**src/rtl/ddr2_pin_pkg.sv**
```systemverilog
package ddr2_pin_pkg;

	// Pin widths of one channel
	localparam int CLK_PAIRS   = 6;	// Three clock pairs per module
	localparam int RANKS       = 4;	// One select, enable, termination per rank
	localparam int ADDR_W      = 14;	// Multiplexed row and column address
	localparam int BANK_W      = 3;	// Eight banks
	localparam int DQ_W        = 64;	// Data lines
	localparam int LANES       = 8;	// Byte lanes, masks and strobe pairs
	localparam int HALF_W      = DQ_W;	// One beat per clock edge of the link

	// Values after reset
	localparam logic [RANKS-1:0]  RST_SEL_N = 4'hf;	// No rank selected
	localparam logic [RANKS-1:0]  RST_CKE   = 4'h0;	// Ranks held in power-down
	localparam logic [RANKS-1:0]  RST_ODT   = 4'h0;	// Termination off
	localparam logic [ADDR_W-1:0] RST_ADDR  = 14'h0000;
	localparam logic [BANK_W-1:0] RST_BANK  = 3'h0;

	// Clock divider: memory clock is mclk divided by 2*CLK_HALF_CYC
	localparam logic [1:0] CLK_HALF_CYC = 2'h2;

	// Command encodings, row/col/we active low
	typedef enum logic [2:0] {
		CMD_MRS   = 3'h0,	// Mode register set
		CMD_REF   = 3'h1,	// Refresh, self-refresh with clock enable low
		CMD_PRE   = 3'h2,	// Precharge
		CMD_ACT   = 3'h3,	// Activate
		CMD_WR    = 3'h4,	// Write
		CMD_RD    = 3'h5,	// Read
		CMD_NOP   = 3'h7	// No operation
	} cmd_t;

	// Command request from the controller core
	typedef struct packed {
		logic              valid;	// Issue this command
		cmd_t              cmd;	// Command to encode
		logic [1:0]        rank;	// Addressed rank
		logic [BANK_W-1:0] bank;	// Bank within the rank
		logic [ADDR_W-1:0] addr;	// Row or column address
	} cmd_req_t;

	// Write data for one memory clock: rising then falling half
	typedef struct packed {
		logic              valid;	// Drive data this clock
		logic [DQ_W-1:0]   rise_d;	// Beat on rising strobe
		logic [DQ_W-1:0]   fall_d;	// Beat on falling strobe
		logic [LANES-1:0]  rise_m;	// Byte masks of rising beat
		logic [LANES-1:0]  fall_m;	// Byte masks of falling beat
	} wr_beat_t;

	// Read data captured from the memory
	typedef struct packed {
		logic            valid;	// Pair of beats captured
		logic [DQ_W-1:0] rise_d;	// Beat at strobe rise
		logic [DQ_W-1:0] fall_d;	// Beat at strobe fall
	} rd_beat_t;

endpackage : ddr2_pin_pkg

```
**src/rtl/ddr2_chan.sv**
```systemverilog
`timescale 1ns/100ps
// One channel: clock, command, data, mask, strobe, enable, termination pins
module ddr2_chan
	import ddr2_pin_pkg::*;
(
	// Clock and reset
	input  wire logic              mclk,
	input  wire logic              rst_n,
	// Controller side
	input  wire cmd_req_t          req,
	input  wire wr_beat_t          wr,
	input  wire logic [RANKS-1:0]  cke_req,
	input  wire logic [RANKS-1:0]  odt_req,
	input  wire logic              rd_en,
	output logic                   clk_rise,
	output rd_beat_t               rd,
	// Memory pins
	output logic [CLK_PAIRS-1:0]   mem_clk,
	output logic [CLK_PAIRS-1:0]   mem_clk_n,
	output logic [RANKS-1:0]       rank_sel_n,
	output logic [ADDR_W-1:0]      mux_addr,
	output logic [BANK_W-1:0]      bank_sel,
	output logic                   row_strobe_n,
	output logic                   col_strobe_n,
	output logic                   write_en_n,
	output logic [DQ_W-1:0]        dq_o,
	output logic [DQ_W-1:0]        dq_oe_n,
	input  wire logic [DQ_W-1:0]   dq_i,
	output logic [LANES-1:0]       byte_mask,
	output logic [LANES-1:0]       dqs_o,
	output logic [LANES-1:0]       dqs_n_o,
	output logic [LANES-1:0]       dqs_oe_n,
	input  wire logic [LANES-1:0]  dqs_i,
	output logic [RANKS-1:0]       clk_en,
	output logic [RANKS-1:0]       term_ctl
);

	logic [1:0]           div_r;	// Half-period counter
	logic                 phase_r;	// Memory clock level
	logic                 fall_now;	// Next edge lowers the clock
	logic                 rise_now;	// Next edge raises the clock
	logic                 wr_act_r;	// Write burst on the pins
	logic [DQ_W-1:0]      fall_d_r;	// Falling beat held for half period
	logic [LANES-1:0]     fall_m_r;	// Falling masks held
	logic [LANES-1:0]     dqs_s1_r;	// Strobe synchroniser, first stage
	logic [LANES-1:0]     dqs_s2_r;	// Strobe synchroniser, second stage
	logic [LANES-1:0]     dqs_s3_r;	// Previous synchronised strobe
	logic [DQ_W-1:0]      dq_s1_r;	// Data synchroniser, first stage
	logic [DQ_W-1:0]      dq_s2_r;	// Data synchroniser, second stage
	logic [DQ_W-1:0]      rise_cap_r;	// Beat taken at strobe rise
	logic [2:0]           enc;	// Row, col, we encoding

	// Command to row/col/we levels; the idle lines are driven high directly
	function automatic logic [2:0] cmd_pins(input cmd_t c);
		return 3'(c);
	endfunction : cmd_pins

	assign rise_now = (div_r == CLK_HALF_CYC) && !phase_r;
	assign fall_now = (div_r == CLK_HALF_CYC) && phase_r;
	assign enc      = cmd_pins(req.cmd);

	// Clock divider; all pairs toggle together, complement opposite
	always_ff @(posedge mclk) begin
		if (!rst_n) begin
			div_r   <= 2'h1;
			phase_r <= 1'b0;
		end else if (div_r == CLK_HALF_CYC) begin
			div_r   <= 2'h1;
			phase_r <= !phase_r;
		end else begin
			div_r <= div_r + 2'h1;
		end
	end

	// Differential clock outputs from flops, true and complement opposite
	always_ff @(posedge mclk) begin
		if (!rst_n) begin
			mem_clk   <= '0;
			mem_clk_n <= '1;
			clk_rise  <= 1'b0;
		end else begin
			mem_clk   <= {CLK_PAIRS{phase_r ^ (div_r == CLK_HALF_CYC)}};	// see RULE_01
			mem_clk_n <= {CLK_PAIRS{!(phase_r ^ (div_r == CLK_HALF_CYC))}};
			clk_rise  <= rise_now;
		end
	end

	// Command lines change on the falling clock so the memory sees them stable at the rise
	always_ff @(posedge mclk) begin
		if (!rst_n) begin
			rank_sel_n   <= RST_SEL_N;
			mux_addr     <= RST_ADDR;
			bank_sel     <= RST_BANK;
			row_strobe_n <= 1'b1;
			col_strobe_n <= 1'b1;
			write_en_n   <= 1'b1;
		end else if (fall_now) begin
			if (req.valid) begin
				rank_sel_n   <= ~(4'h1 << req.rank);	// see RULE_02
				mux_addr     <= req.addr;	// see RULE_03
				bank_sel     <= req.bank;	// see RULE_04
				row_strobe_n <= enc[2];	// see RULE_05
				col_strobe_n <= enc[1];	// see RULE_12
				write_en_n   <= enc[0];
			end else begin
				// Deselect: no rank, lines idle high
				rank_sel_n   <= RST_SEL_N;	// see RULE_12
				row_strobe_n <= 1'b1;
				col_strobe_n <= 1'b1;
				write_en_n   <= 1'b1;
			end
		end
	end

	// Clock enable and termination per rank
	always_ff @(posedge mclk) begin
		if (!rst_n) begin
			clk_en   <= RST_CKE;
			term_ctl <= RST_ODT;
		end else if (fall_now) begin
			clk_en   <= cke_req;	// see RULE_09
			term_ctl <= odt_req;	// see RULE_10
		end
	end

	// Write path: rising beat at clock rise, falling beat at clock fall
	always_ff @(posedge mclk) begin
		if (!rst_n) begin
			wr_act_r  <= 1'b0;
			fall_d_r  <= '0;
			fall_m_r  <= '0;
			dq_o      <= '0;
			dq_oe_n   <= '1;
			byte_mask <= '0;
			dqs_o     <= '0;
			dqs_n_o   <= '1;
			dqs_oe_n  <= '1;
		end else if (rise_now) begin
			wr_act_r <= wr.valid;
			fall_d_r <= wr.rise_d;
			fall_m_r <= wr.rise_m;
			if (wr.valid) begin
				dq_o      <= wr.rise_d;	// see RULE_06
				byte_mask <= wr.rise_m;	// see RULE_07
				fall_d_r  <= wr.fall_d;
				fall_m_r  <= wr.fall_m;
			end
			dq_oe_n  <= {DQ_W{!wr.valid}};
			dqs_oe_n <= {LANES{!wr.valid}};	// see RULE_08
			dqs_o    <= {LANES{wr.valid}};
			dqs_n_o  <= {LANES{!wr.valid}};
		end else if (fall_now) begin
			if (wr_act_r) begin
				dq_o      <= fall_d_r;
				byte_mask <= fall_m_r;
			end
			dqs_o   <= '0;
			dqs_n_o <= '1;
		end
	end

	// Read capture: strobe and data pass two flops before use
	always_ff @(posedge mclk) begin
		if (!rst_n) begin
			dqs_s1_r <= '0;
			dqs_s2_r <= '0;
			dqs_s3_r <= '0;
			dq_s1_r  <= '0;
			dq_s2_r  <= '0;
		end else begin
			dqs_s1_r <= dqs_i;
			dqs_s2_r <= dqs_s1_r;
			dqs_s3_r <= dqs_s2_r;
			dq_s1_r  <= dq_i;
			dq_s2_r  <= dq_s1_r;
		end
	end

	// Lane 0 strobe marks beats for the whole word; reads only while expected
	always_ff @(posedge mclk) begin
		if (!rst_n) begin
			rise_cap_r <= '0;
			rd         <= '0;
		end else begin
			rd.valid <= 1'b0;
			if (rd_en && dqs_s2_r[0] && !dqs_s3_r[0]) begin
				rise_cap_r <= dq_s2_r;	// see RULE_08
			end
			if (rd_en && !dqs_s2_r[0] && dqs_s3_r[0]) begin
				rd.valid  <= 1'b1;	// see RULE_06
				rd.rise_d <= rise_cap_r;
				rd.fall_d <= dq_s2_r;
			end
		end
	end

	// Only one rank selected at a time
	a_one_rank_sel: assert property (@(posedge mclk) disable iff (!rst_n)	// see RULE_02
		$countones(~rank_sel_n) <= 1)
		else $error("more than one rank selected");

	// Request on a falling edge reaches the select pin next cycle
	a_sel_follows_req: assert property (@(posedge mclk) disable iff (!rst_n)	// see RULE_02
		(fall_now && req.valid) |=> !rank_sel_n[$past(req.rank)])
		else $error("addressed rank not selected");

	// Clock pairs stay complementary
	a_clk_pairs_diff: assert property (@(posedge mclk) disable iff (!rst_n)	// see RULE_01
		mem_clk == ~mem_clk_n)
		else $error("clock pair not complementary");

	// Memory clock has period of four mclk cycles
	a_clk_period: assert property (@(posedge mclk) disable iff (!rst_n)	// see RULE_01
		$rose(mem_clk[0]) |=> !$rose(mem_clk[0]) ##1 !$rose(mem_clk[0]) ##1 !$rose(mem_clk[0])
			##1 $rose(mem_clk[0]))
		else $error("memory clock period wrong");

	// Row strobe and rank select pins hold across the memory clock rise
	a_cmd_stable: assert property (@(posedge mclk) disable iff (!rst_n)	// see RULE_05
		$rose(mem_clk[0]) |-> $stable(row_strobe_n) && $stable(rank_sel_n))
		else $error("command changed at clock rise");

	// Deselect leaves all command lines high
	a_idle_lines: assert property (@(posedge mclk) disable iff (!rst_n)	// see RULE_12
		(rank_sel_n == RST_SEL_N) |-> (row_strobe_n && col_strobe_n && write_en_n))
		else $error("command lines active with no rank");

	// Address pins carry the request's address
	a_addr_bank: assert property (@(posedge mclk) disable iff (!rst_n)	// see RULE_03
		(fall_now && req.valid) |=> mux_addr == $past(req.addr) && bank_sel == $past(req.bank))
		else $error("address or bank not driven");

	// Written data drives the bus with strobes on
	a_wr_drive: assert property (@(posedge mclk) disable iff (!rst_n)	// see RULE_06
		(rise_now && wr.valid) |=> dq_oe_n == '0 && dqs_oe_n == '0 && dq_o == $past(wr.rise_d))
		else $error("write beat not driven");

	// Clock enable follows request at the falling edge
	a_cke_odt: assert property (@(posedge mclk) disable iff (!rst_n)	// see RULE_09
		fall_now |=> clk_en == $past(cke_req) && term_ctl == $past(odt_req))
		else $error("clock enable or termination late");

endmodule : ddr2_chan

```
**src/rtl/ddr2_dual_channel_pin_interface.sv**
```systemverilog
`timescale 1ns/100ps
// What this block does
// RULE_01: Six differential clock pairs per channel
// RULE_02: Select only the addressed rank, active low
// RULE_03: Fourteen-bit multiplexed row/column address
// RULE_04: Three-bit bank select, eight banks
// RULE_05: Row/col/write lines encode each command
// RULE_06: 64-bit double-rate bidirectional data bus
// RULE_07: Byte masks block writing of lanes
// RULE_08: Differential strobes accompany data, both directions; reads sample only the true strobe of lane 0
// RULE_09: Per-rank clock enable for power states
// RULE_10: Four termination controls per channel
// RULE_11: Two identical independent channels
// RULE_12: Standard command table; deselect via selects
module ddr2_dual_channel_pin_interface
	import ddr2_pin_pkg::*;
(
	// Clock and reset
	input  wire logic                 mclk,
	input  wire logic                 rst_n,
	// Controller side, index is channel
	input  wire cmd_req_t             req      [2],
	input  wire wr_beat_t             wr       [2],
	input  wire logic [RANKS-1:0]     cke_req  [2],
	input  wire logic [RANKS-1:0]     odt_req  [2],
	input  wire logic                 rd_en    [2],
	output logic                      clk_rise [2],
	output rd_beat_t                  rd       [2],
	// Channel 0 pins
	output logic [CLK_PAIRS-1:0]      chan0_mem_clk,
	output logic [CLK_PAIRS-1:0]      chan0_mem_clk_n,
	output logic [RANKS-1:0]          chan0_rank_sel_n,
	output logic [ADDR_W-1:0]         chan0_mux_addr,
	output logic [BANK_W-1:0]         chan0_bank_sel,
	output logic                      chan0_row_strobe_n,
	output logic                      chan0_col_strobe_n,
	output logic                      chan0_write_en_n,
	output logic [DQ_W-1:0]           chan0_dq_o,
	output logic [DQ_W-1:0]           chan0_dq_oe_n,
	input  wire logic [DQ_W-1:0]      chan0_dq_i,
	output logic [LANES-1:0]          chan0_byte_mask,
	output logic [LANES-1:0]          chan0_data_strobe_o,
	output logic [LANES-1:0]          chan0_data_strobe_n_o,
	output logic [LANES-1:0]          chan0_data_strobe_oe_n,
	input  wire logic [LANES-1:0]     chan0_data_strobe_i,
	output logic [RANKS-1:0]          chan0_clk_en,
	output logic [RANKS-1:0]          chan0_term_ctl,
	// Channel 1 pins
	output logic [CLK_PAIRS-1:0]      chan1_mem_clk,
	output logic [CLK_PAIRS-1:0]      chan1_mem_clk_n,
	output logic [RANKS-1:0]          chan1_rank_sel_n,
	output logic [ADDR_W-1:0]         chan1_mux_addr,
	output logic [BANK_W-1:0]         chan1_bank_sel,
	output logic                      chan1_row_strobe_n,
	output logic                      chan1_col_strobe_n,
	output logic                      chan1_write_en_n,
	output logic [DQ_W-1:0]           chan1_dq_o,
	output logic [DQ_W-1:0]           chan1_dq_oe_n,
	input  wire logic [DQ_W-1:0]      chan1_dq_i,
	output logic [LANES-1:0]          chan1_byte_mask,
	output logic [LANES-1:0]          chan1_data_strobe_o,
	output logic [LANES-1:0]          chan1_data_strobe_n_o,
	output logic [LANES-1:0]          chan1_data_strobe_oe_n,
	input  wire logic [LANES-1:0]     chan1_data_strobe_i,
	output logic [RANKS-1:0]          chan1_clk_en,
	output logic [RANKS-1:0]          chan1_term_ctl
);

	// Two separate instances; only clock and reset are shared, so one channel never stalls the other
	ddr2_chan u_chan0 (	// see RULE_11
		.mclk         (mclk),
		.rst_n        (rst_n),
		.req          (req[0]),
		.wr           (wr[0]),
		.cke_req      (cke_req[0]),
		.odt_req      (odt_req[0]),
		.rd_en        (rd_en[0]),
		.clk_rise     (clk_rise[0]),
		.rd           (rd[0]),
		.mem_clk      (chan0_mem_clk),
		.mem_clk_n    (chan0_mem_clk_n),
		.rank_sel_n   (chan0_rank_sel_n),
		.mux_addr     (chan0_mux_addr),
		.bank_sel     (chan0_bank_sel),
		.row_strobe_n (chan0_row_strobe_n),
		.col_strobe_n (chan0_col_strobe_n),
		.write_en_n   (chan0_write_en_n),
		.dq_o         (chan0_dq_o),
		.dq_oe_n      (chan0_dq_oe_n),
		.dq_i         (chan0_dq_i),
		.byte_mask    (chan0_byte_mask),
		.dqs_o        (chan0_data_strobe_o),
		.dqs_n_o      (chan0_data_strobe_n_o),
		.dqs_oe_n     (chan0_data_strobe_oe_n),
		.dqs_i        (chan0_data_strobe_i),
		.clk_en       (chan0_clk_en),
		.term_ctl     (chan0_term_ctl)
	);

	// Second channel, same logic
	ddr2_chan u_chan1 (	// see RULE_11
		.mclk         (mclk),
		.rst_n        (rst_n),
		.req          (req[1]),
		.wr           (wr[1]),
		.cke_req      (cke_req[1]),
		.odt_req      (odt_req[1]),
		.rd_en        (rd_en[1]),
		.clk_rise     (clk_rise[1]),
		.rd           (rd[1]),
		.mem_clk      (chan1_mem_clk),
		.mem_clk_n    (chan1_mem_clk_n),
		.rank_sel_n   (chan1_rank_sel_n),
		.mux_addr     (chan1_mux_addr),
		.bank_sel     (chan1_bank_sel),
		.row_strobe_n (chan1_row_strobe_n),
		.col_strobe_n (chan1_col_strobe_n),
		.write_en_n   (chan1_write_en_n),
		.dq_o         (chan1_dq_o),
		.dq_oe_n      (chan1_dq_oe_n),
		.dq_i         (chan1_dq_i),
		.byte_mask    (chan1_byte_mask),
		.dqs_o        (chan1_data_strobe_o),
		.dqs_n_o      (chan1_data_strobe_n_o),
		.dqs_oe_n     (chan1_data_strobe_oe_n),
		.dqs_i        (chan1_data_strobe_i),
		.clk_en       (chan1_clk_en),
		.term_ctl     (chan1_term_ctl)
	);

endmodule : ddr2_dual_channel_pin_interface

```
**config.mk**
```make
export PLATFORM = sky130hd
export DESIGN_NAME = ddr2_dual_channel_pin_interface
export DESIGN_NICKNAME = d
export VERILOG_FILES = /design/src/rtl/ddr2_pin_pkg.sv /design/src/rtl/ddr2_chan.sv /design/src/rtl/ddr2_dual_channel_pin_interface.sv
export SDC_FILE = /design/constraint.sdc
export NUM_CORES = 2
export LEC_CHECK = 0
export BUFFER_PORTS_ARGS = -buffer_cell sky130_fd_sc_hd__buf_2
export CORE_AREA = 3 3 453 455
export CTS_CLUSTER_DIAMETER = 200
export DETAILED_ROUTE_END_ITERATION = 7
export DIE_AREA = 0 0 456 458
export PLACE_DENSITY = 0.44
export SYNTH_ARGS = -nofsm -noshare
export SYNTH_HDL_FRONTEND = slang
export SYNTH_SLANG_ARGS = --single-unit
```
**constraint.sdc**
```tcl
create_clock -name mclk -period 3.1 [get_ports mclk]
set_clock_uncertainty 0.15 [all_clocks]
set_input_delay 0.465 -clock mclk [delete_from_list [all_inputs] [get_ports mclk]]
set_output_delay 0.465 -clock mclk [all_outputs]
set_load 0.1 [all_outputs]
```
Word-level counts from Yosys, hierarchy flattened
Cells that the tools add are included.
- output and inout port bits: 668
- bits of input ports: 500
- register bits after elaboration: 1050
- shift operators: 2
- add/sub/neg operators: 2
- reduce and logical (&&, ||, !) cells: 32
- multiplexer cells: 38
- bitwise logic cells: 5
- equality and inequality tests: 4
- operators by type and width (operator ; number):
    64-bit 2-to-1 mux ; 10
    129-bit 2-to-1 mux ; 2
    8-bit 2-to-1 mux ; 18
    1-bit logical AND ; 12
    1-bit zero test ; 10
    4-bit 2-to-1 mux ; 2
    4-bit NOT ; 2
    2-bit nonzero test ; 4
    1-bit by 2-bit << shifter with 4-bit output (first input constant) ; 2
    1-bit 2-to-1 mux ; 6
    3-bit AND reduction ; 2
    2-bit by 1-bit adder with 2-bit output (second input constant) ; 2
    2-bit == test (second input constant) ; 2
    2-bit inequality test (second input constant) ; 2
    2-bit AND reduction ; 2
    2-bit OR reduction ; 2
    1-bit XOR ; 2
    1-bit NOT ; 1

Longest topological paths before layout
- word-level depth: 4
- mapped depth: 9
- gate-level depth less buffers: 6

Modules after synthesis
From an unflattened synthesis, not the netlist that was laid out.
- cell total of the unflattened synthesis: 4044
- area, all modules: 39137.5 µm²
- by module, submodules not included (module ; area an instance (µm²) ; seq. area each (µm²) ; times used ; cells each):
    ddr2_chan ; 19568.8 ; 10209.8 ; 2 ; 2022

Worst setup path after synthesis
OpenSTA, ideal clock, no wires.
- path kind: register -> output
- start: reg u_chan0.dq_oe_n[0] (netlist name)
- end: out chan0_data_strobe_oe_n[1]
- required time: 2.485 ns
- setup slack: -0.142 ns
- cell stages (with the launch flop): 2
- arrival time: 2.627 ns
- buffers on the path: 1
- path through: dfxtp_1 -> buf_4
- RTL lines (element ; line ; text):
    end: declaration ; ddr2_dual_channel_pin_interface.sv:44 ; output logic [LANES-1:0] chan0_data_strobe_oe_n,

==> insert_results.sql <==
INSERT INTO impl_metrics (metric_group, metric, value, unit) VALUES
('status', 'status', 'finished, final reports clean', ''),
('logic_synthesis', 'synthXorXnorAreaFrac', '0.0448', '%'),
('clock_network', 'cts-htree-levels', '3', ''),
('logic_synthesis', 'postSynthAreaPerCell', '9.67', 'sq um'),
('drt', 'wl_per_cell', '20.4', 'microns'),
('worst_setup_path', 'terminus_of_the_critical_flop_to_flop_path', 'u_chan1.rank_sel_n[2]', ''),
('worst_setup_path', 'timing.critical_path.fanout_max', '72', ''),
('drt', 'wirelength', '169000', 'microns'),
('logic_synthesis', 'yosys.area_share.adder', '0.320', '%'),
('logic_synthesis', 'post_synth_inst_count', '4046', ''),
('logic_synthesis', 'synth.cell_area', '39100', 'sq um'),
('min_path', 'cells_on_worst_hold_path', '4', ''),
('clock_network', 'clk_root_buffer_cell', 'clkbuf_16', ''),
('sta', 'final.min_clock_period', '2770', 'ps'),
('global_route', 'global_route_wire_length_before_repair', '241000', 'microns'),
('global_route', 'met2_usage', '28.3', '%'),
('logic_synthesis', 'synth_top_family_by_area', 'simple AND/OR/NAND/NOR gates', ''),
('logic_synthesis', 'ys_dominant_reg_cell', 'dfxtp_1', ''),
('logic_synthesis', 'netlist_top_cells_area', 'dfxtp_1 (52%), nand2_1 (9.7%), a21boi_0 (8.1%)', ''),
('logic_synthesis', 'synth.mux.area_fraction', '7.85', '%'),
('power_and_ir_drop', 'cellLeakagePower', '25.4', 'nW'),
('logic_synthesis', 'simple_gate_portion_of_the_synthesized_area', '16.5', '%'),
('clock_network', 'cts_inserted_buffers', '120', ''),
('sta', 'clock.fmax', '0.360', 'GHz'),
('global_route', 'globalRoute.busiestLayer', 'met2', ''),
('sta', 'tightestPinTransition', '1020', 'ps'),
('global_route', 'grt_met1_use', '17.1', '%'),
('floorplanning', 'die_width', '456', 'microns'),
('worst_setup_path', 'r2r.worst_path.cells', '8', ''),
('logic_synthesis', 'post_synthesis_sequential_area_ratio', '52.2', '%'),
('clock_network', 'post_cts_resized', '0', ''),
('sta', 'setup_viol_count_final', '0', ''),
('logic_synthesis', 'yosys_warnings', '0', ''),
('drt', 'detail_route.drc_violations', '0', ''),
('logic_synthesis', 'ys_types', '24', ''),
('power_and_ir_drop', 'peakVddDrop', '0.000480', 'V'),
('layout', 'fillCellCount', '21500', ''),
('clock_network', 'holdBufCountCts', '602', ''),
('power_and_ir_drop', 'pwr_density_cell', '585', 'nW/um^2'),
('drt', 'drt.antenna.violating_nets', '0', ''),
('worst_setup_path', 'worstPathRequired', '2480', 'ps'),
('min_path', 'hp-start', 'wr[68]', ''),
('min_path', 'worst_hold_path.endpoint', 'u_chan1.fall_d_r[52]', ''),
('drt', 'detailedRoute.firstPassIterationCount', '5', ''),
('sta', 'period_share', '89.5', '%'),
('worst_setup_path', 'crit_path_start_kind', 'register', ''),
('logic_synthesis', 'synth-edff-count', '0', ''),
('placed_design', 'dp_hpwl', '122000', 'microns'),
('drt', 'viasPerCell', '4.06', ''),
('layout', 'design.final.nets', '5992', ''),
('sta', 'timing.final.max_slew_violations', '0', ''),
('worst_setup_path', 'rrSetupSlack', '390', 'ps'),
('placed_design', 'dp.cells', '7430', ''),
('floorplanning', 'coreArea', '202000', 'sq um'),
('sta', 'hold_viol', '0', ''),
('worst_setup_path', 'critical_path_class', 'reg -> out', ''),
('global_route', 'antenna_found_initial', '37', ''),
('global_route', 'gr-usage-met3', '3.84', '%'),
('global_route', 'global_route_total_overflow', '0', ''),
('layout', 'area_growth_syn_to_layout', '44.6', '%'),
('global_route', 'grt_max_degree', '148', ''),
('sta', 'tns', '0', 'ps'),
('floorplanning', 'die_y', '458', 'microns'),
('worst_setup_path', 'worst_setup_path_end_kind', 'output pin', ''),
('worst_setup_path', 'critical_path_arrival', '2160', 'ps'),
('floorplanning', 'fp-row-count', '165', ''),
('placed_design', 'place.gp.congestion', '0.832', ''),
('logic_synthesis', 'synth-seq-cells', '1020', ''),
('clock_network', 'cts_max_path_buffers', '3', ''),
('min_path', 'hold_path.class', 'in -> reg', ''),
('logic_synthesis', 'synth_async_sr_flop_share', '0', '%');
==> through the flow <==
step / util [%] / total power, mW / worst slack [ps] / area, sq um / hold slack (ps)
after floorplan: - / 16.8 / 779 / 39100 / 230
after CTS: 28.0 / 33.7 / 207 / 56500 / 0.617
final: 28.0 / 33.1 / 326 / 56500 / 47.4
after detailed placement: 23.0 / 17.8 / 494 / 46300 / 245
after global routing: 28.0 / 34.4 / 155 / 56500 / 30.8
after global placement: 23.0 / 17.8 / 521 / 46300 / 252
==> where the power goes <==
part	internal, mW	switching [mW]
logic	1.61	2.84
registers	13.5	0.225
clock network	8.72	6.16
total	23.9	9.22
==> cells in the mapped netlist (2+ instances only) <==
| cell type | number |
|---|---|
| mux2i_1 | 304 |
| clkbuf_1 | 180 |
| nand3_1 | 146 |
| buf_6 | 8 |
| nand2b_1 | 6 |
| buf_1 | 33 |
| nand2_1 | 1006 |
| inv_1 | 6 |
| nor3b_1 | 2 |
| o22ai_1 | 14 |
| ha_1 | 10 |
| nand3b_1 | 6 |
| and2_1 | 274 |
| o211a_1 | 288 |
| buf_4 | 200 |
| o21ai_0 | 4 |
| buf_2 | 93 |
| dfxtp_1 | 1020 |
| nor2b_1 | 18 |
| a21boi_0 | 420 |
| xor2_1 | 2 |
| and3b_1 | 4 |
==> cell families after synthesis <==
family,count (synthesis)
simple gates,1462
flops,1020
compound gates,726
buf+inv,520
mux,306
fa+ha+maj,10
xor+xnor,2
==> registers in the layout, indices dropped and copies added (netlist names), 14 cells and up <==
| name | cells |
|---|---|
| u_chan0.rd | 129 |
| u_chan1.rd | 129 |
| u_chan0.dq_o | 64 |
| u_chan0.dq_s1_r | 64 |
| u_chan0.dq_s2_r | 64 |
| u_chan0.fall_d_r | 64 |
| u_chan0.rise_cap_r | 64 |
| u_chan1.dq_o | 64 |
| u_chan1.dq_s1_r | 64 |
| u_chan1.dq_s2_r | 64 |
| u_chan1.fall_d_r | 64 |
| u_chan1.rise_cap_r | 64 |
| u_chan0.mux_addr | 14 |
| u_chan1.mux_addr | 14 |
==> how the worst max path moves through the flow <==
stage | startpoint | end | slack, ps | cells after the start
4_1_cts | u_chan0.dq_oe_n[0] | chan0_data_strobe_oe_n[0] | 210 | 2
6_report | u_chan0.dq_oe_n[0] | chan0_data_strobe_oe_n[0] | 330 | 2
2_1_floorplan | u_chan0.dq_oe_n[0] | chan0_data_strobe_oe_n[1] | 780 | 1
3_3_place_gp | u_chan1.div_r[0] | u_chan1.dq_o[54] | 520 | 7
3_5_place_dp | u_chan1.div_r[0] | u_chan1.dq_o[1] | 490 | 7
5_1_grt | u_chan0.dq_oe_n[0] | chan0_data_strobe_oe_n[0] | 150 | 2
==> final cells by class <==
| cell class | instances | area (sq um) | area share, % |
|---|---|---|---|
| clock inverter | 46 | 643 | 1.14 |
| clock buffer | 176 | 3510 | 6.21 |
| sequential | 1020 | 20400 | 36.1 |
| tap | 2672 | 3340 | 5.91 |
| antenna | 21 | 52.6 | 0.0929 |
| timing repair buffer | 1828 | 12700 | 22.4 |
| multi-input combinational | 2506 | 15900 | 28.1 |
| inverter | 6 | 22.5 | 0.0398 |
==> worst max-delay path: stages (launching register included) <==
cell and delay [ps]:
dfxtp_2 330, buf_4 440, buf_2 540
==> routing by layer <==
layer	vias to the layer above	wire [microns]
met5	-	26
met4	4	8050
met3	269	9910
met2	974	85800
met1	16100	65100
li1	16200	-
==> layout by cell type, fill, tap and decap left out, types with 10 or more instances in the layout <==
cell	count
clkbuf_16	120
mux2i_1	304
nand3_1	146
clkbuf_8	30
clkbuf_1	26
dfxtp_1	1018
buf_12	24
dlygate4sd3_1	602
bufinv_16	10
nand2_1	1006
clkinv_2	21
buf_2	1150
o211a_1	288
a21boi_0	420
buf_4	51
nor2b_1	18
diode_2	21
and2_1	272
o22ai_1	14
(Power assumes the default switching activity.)
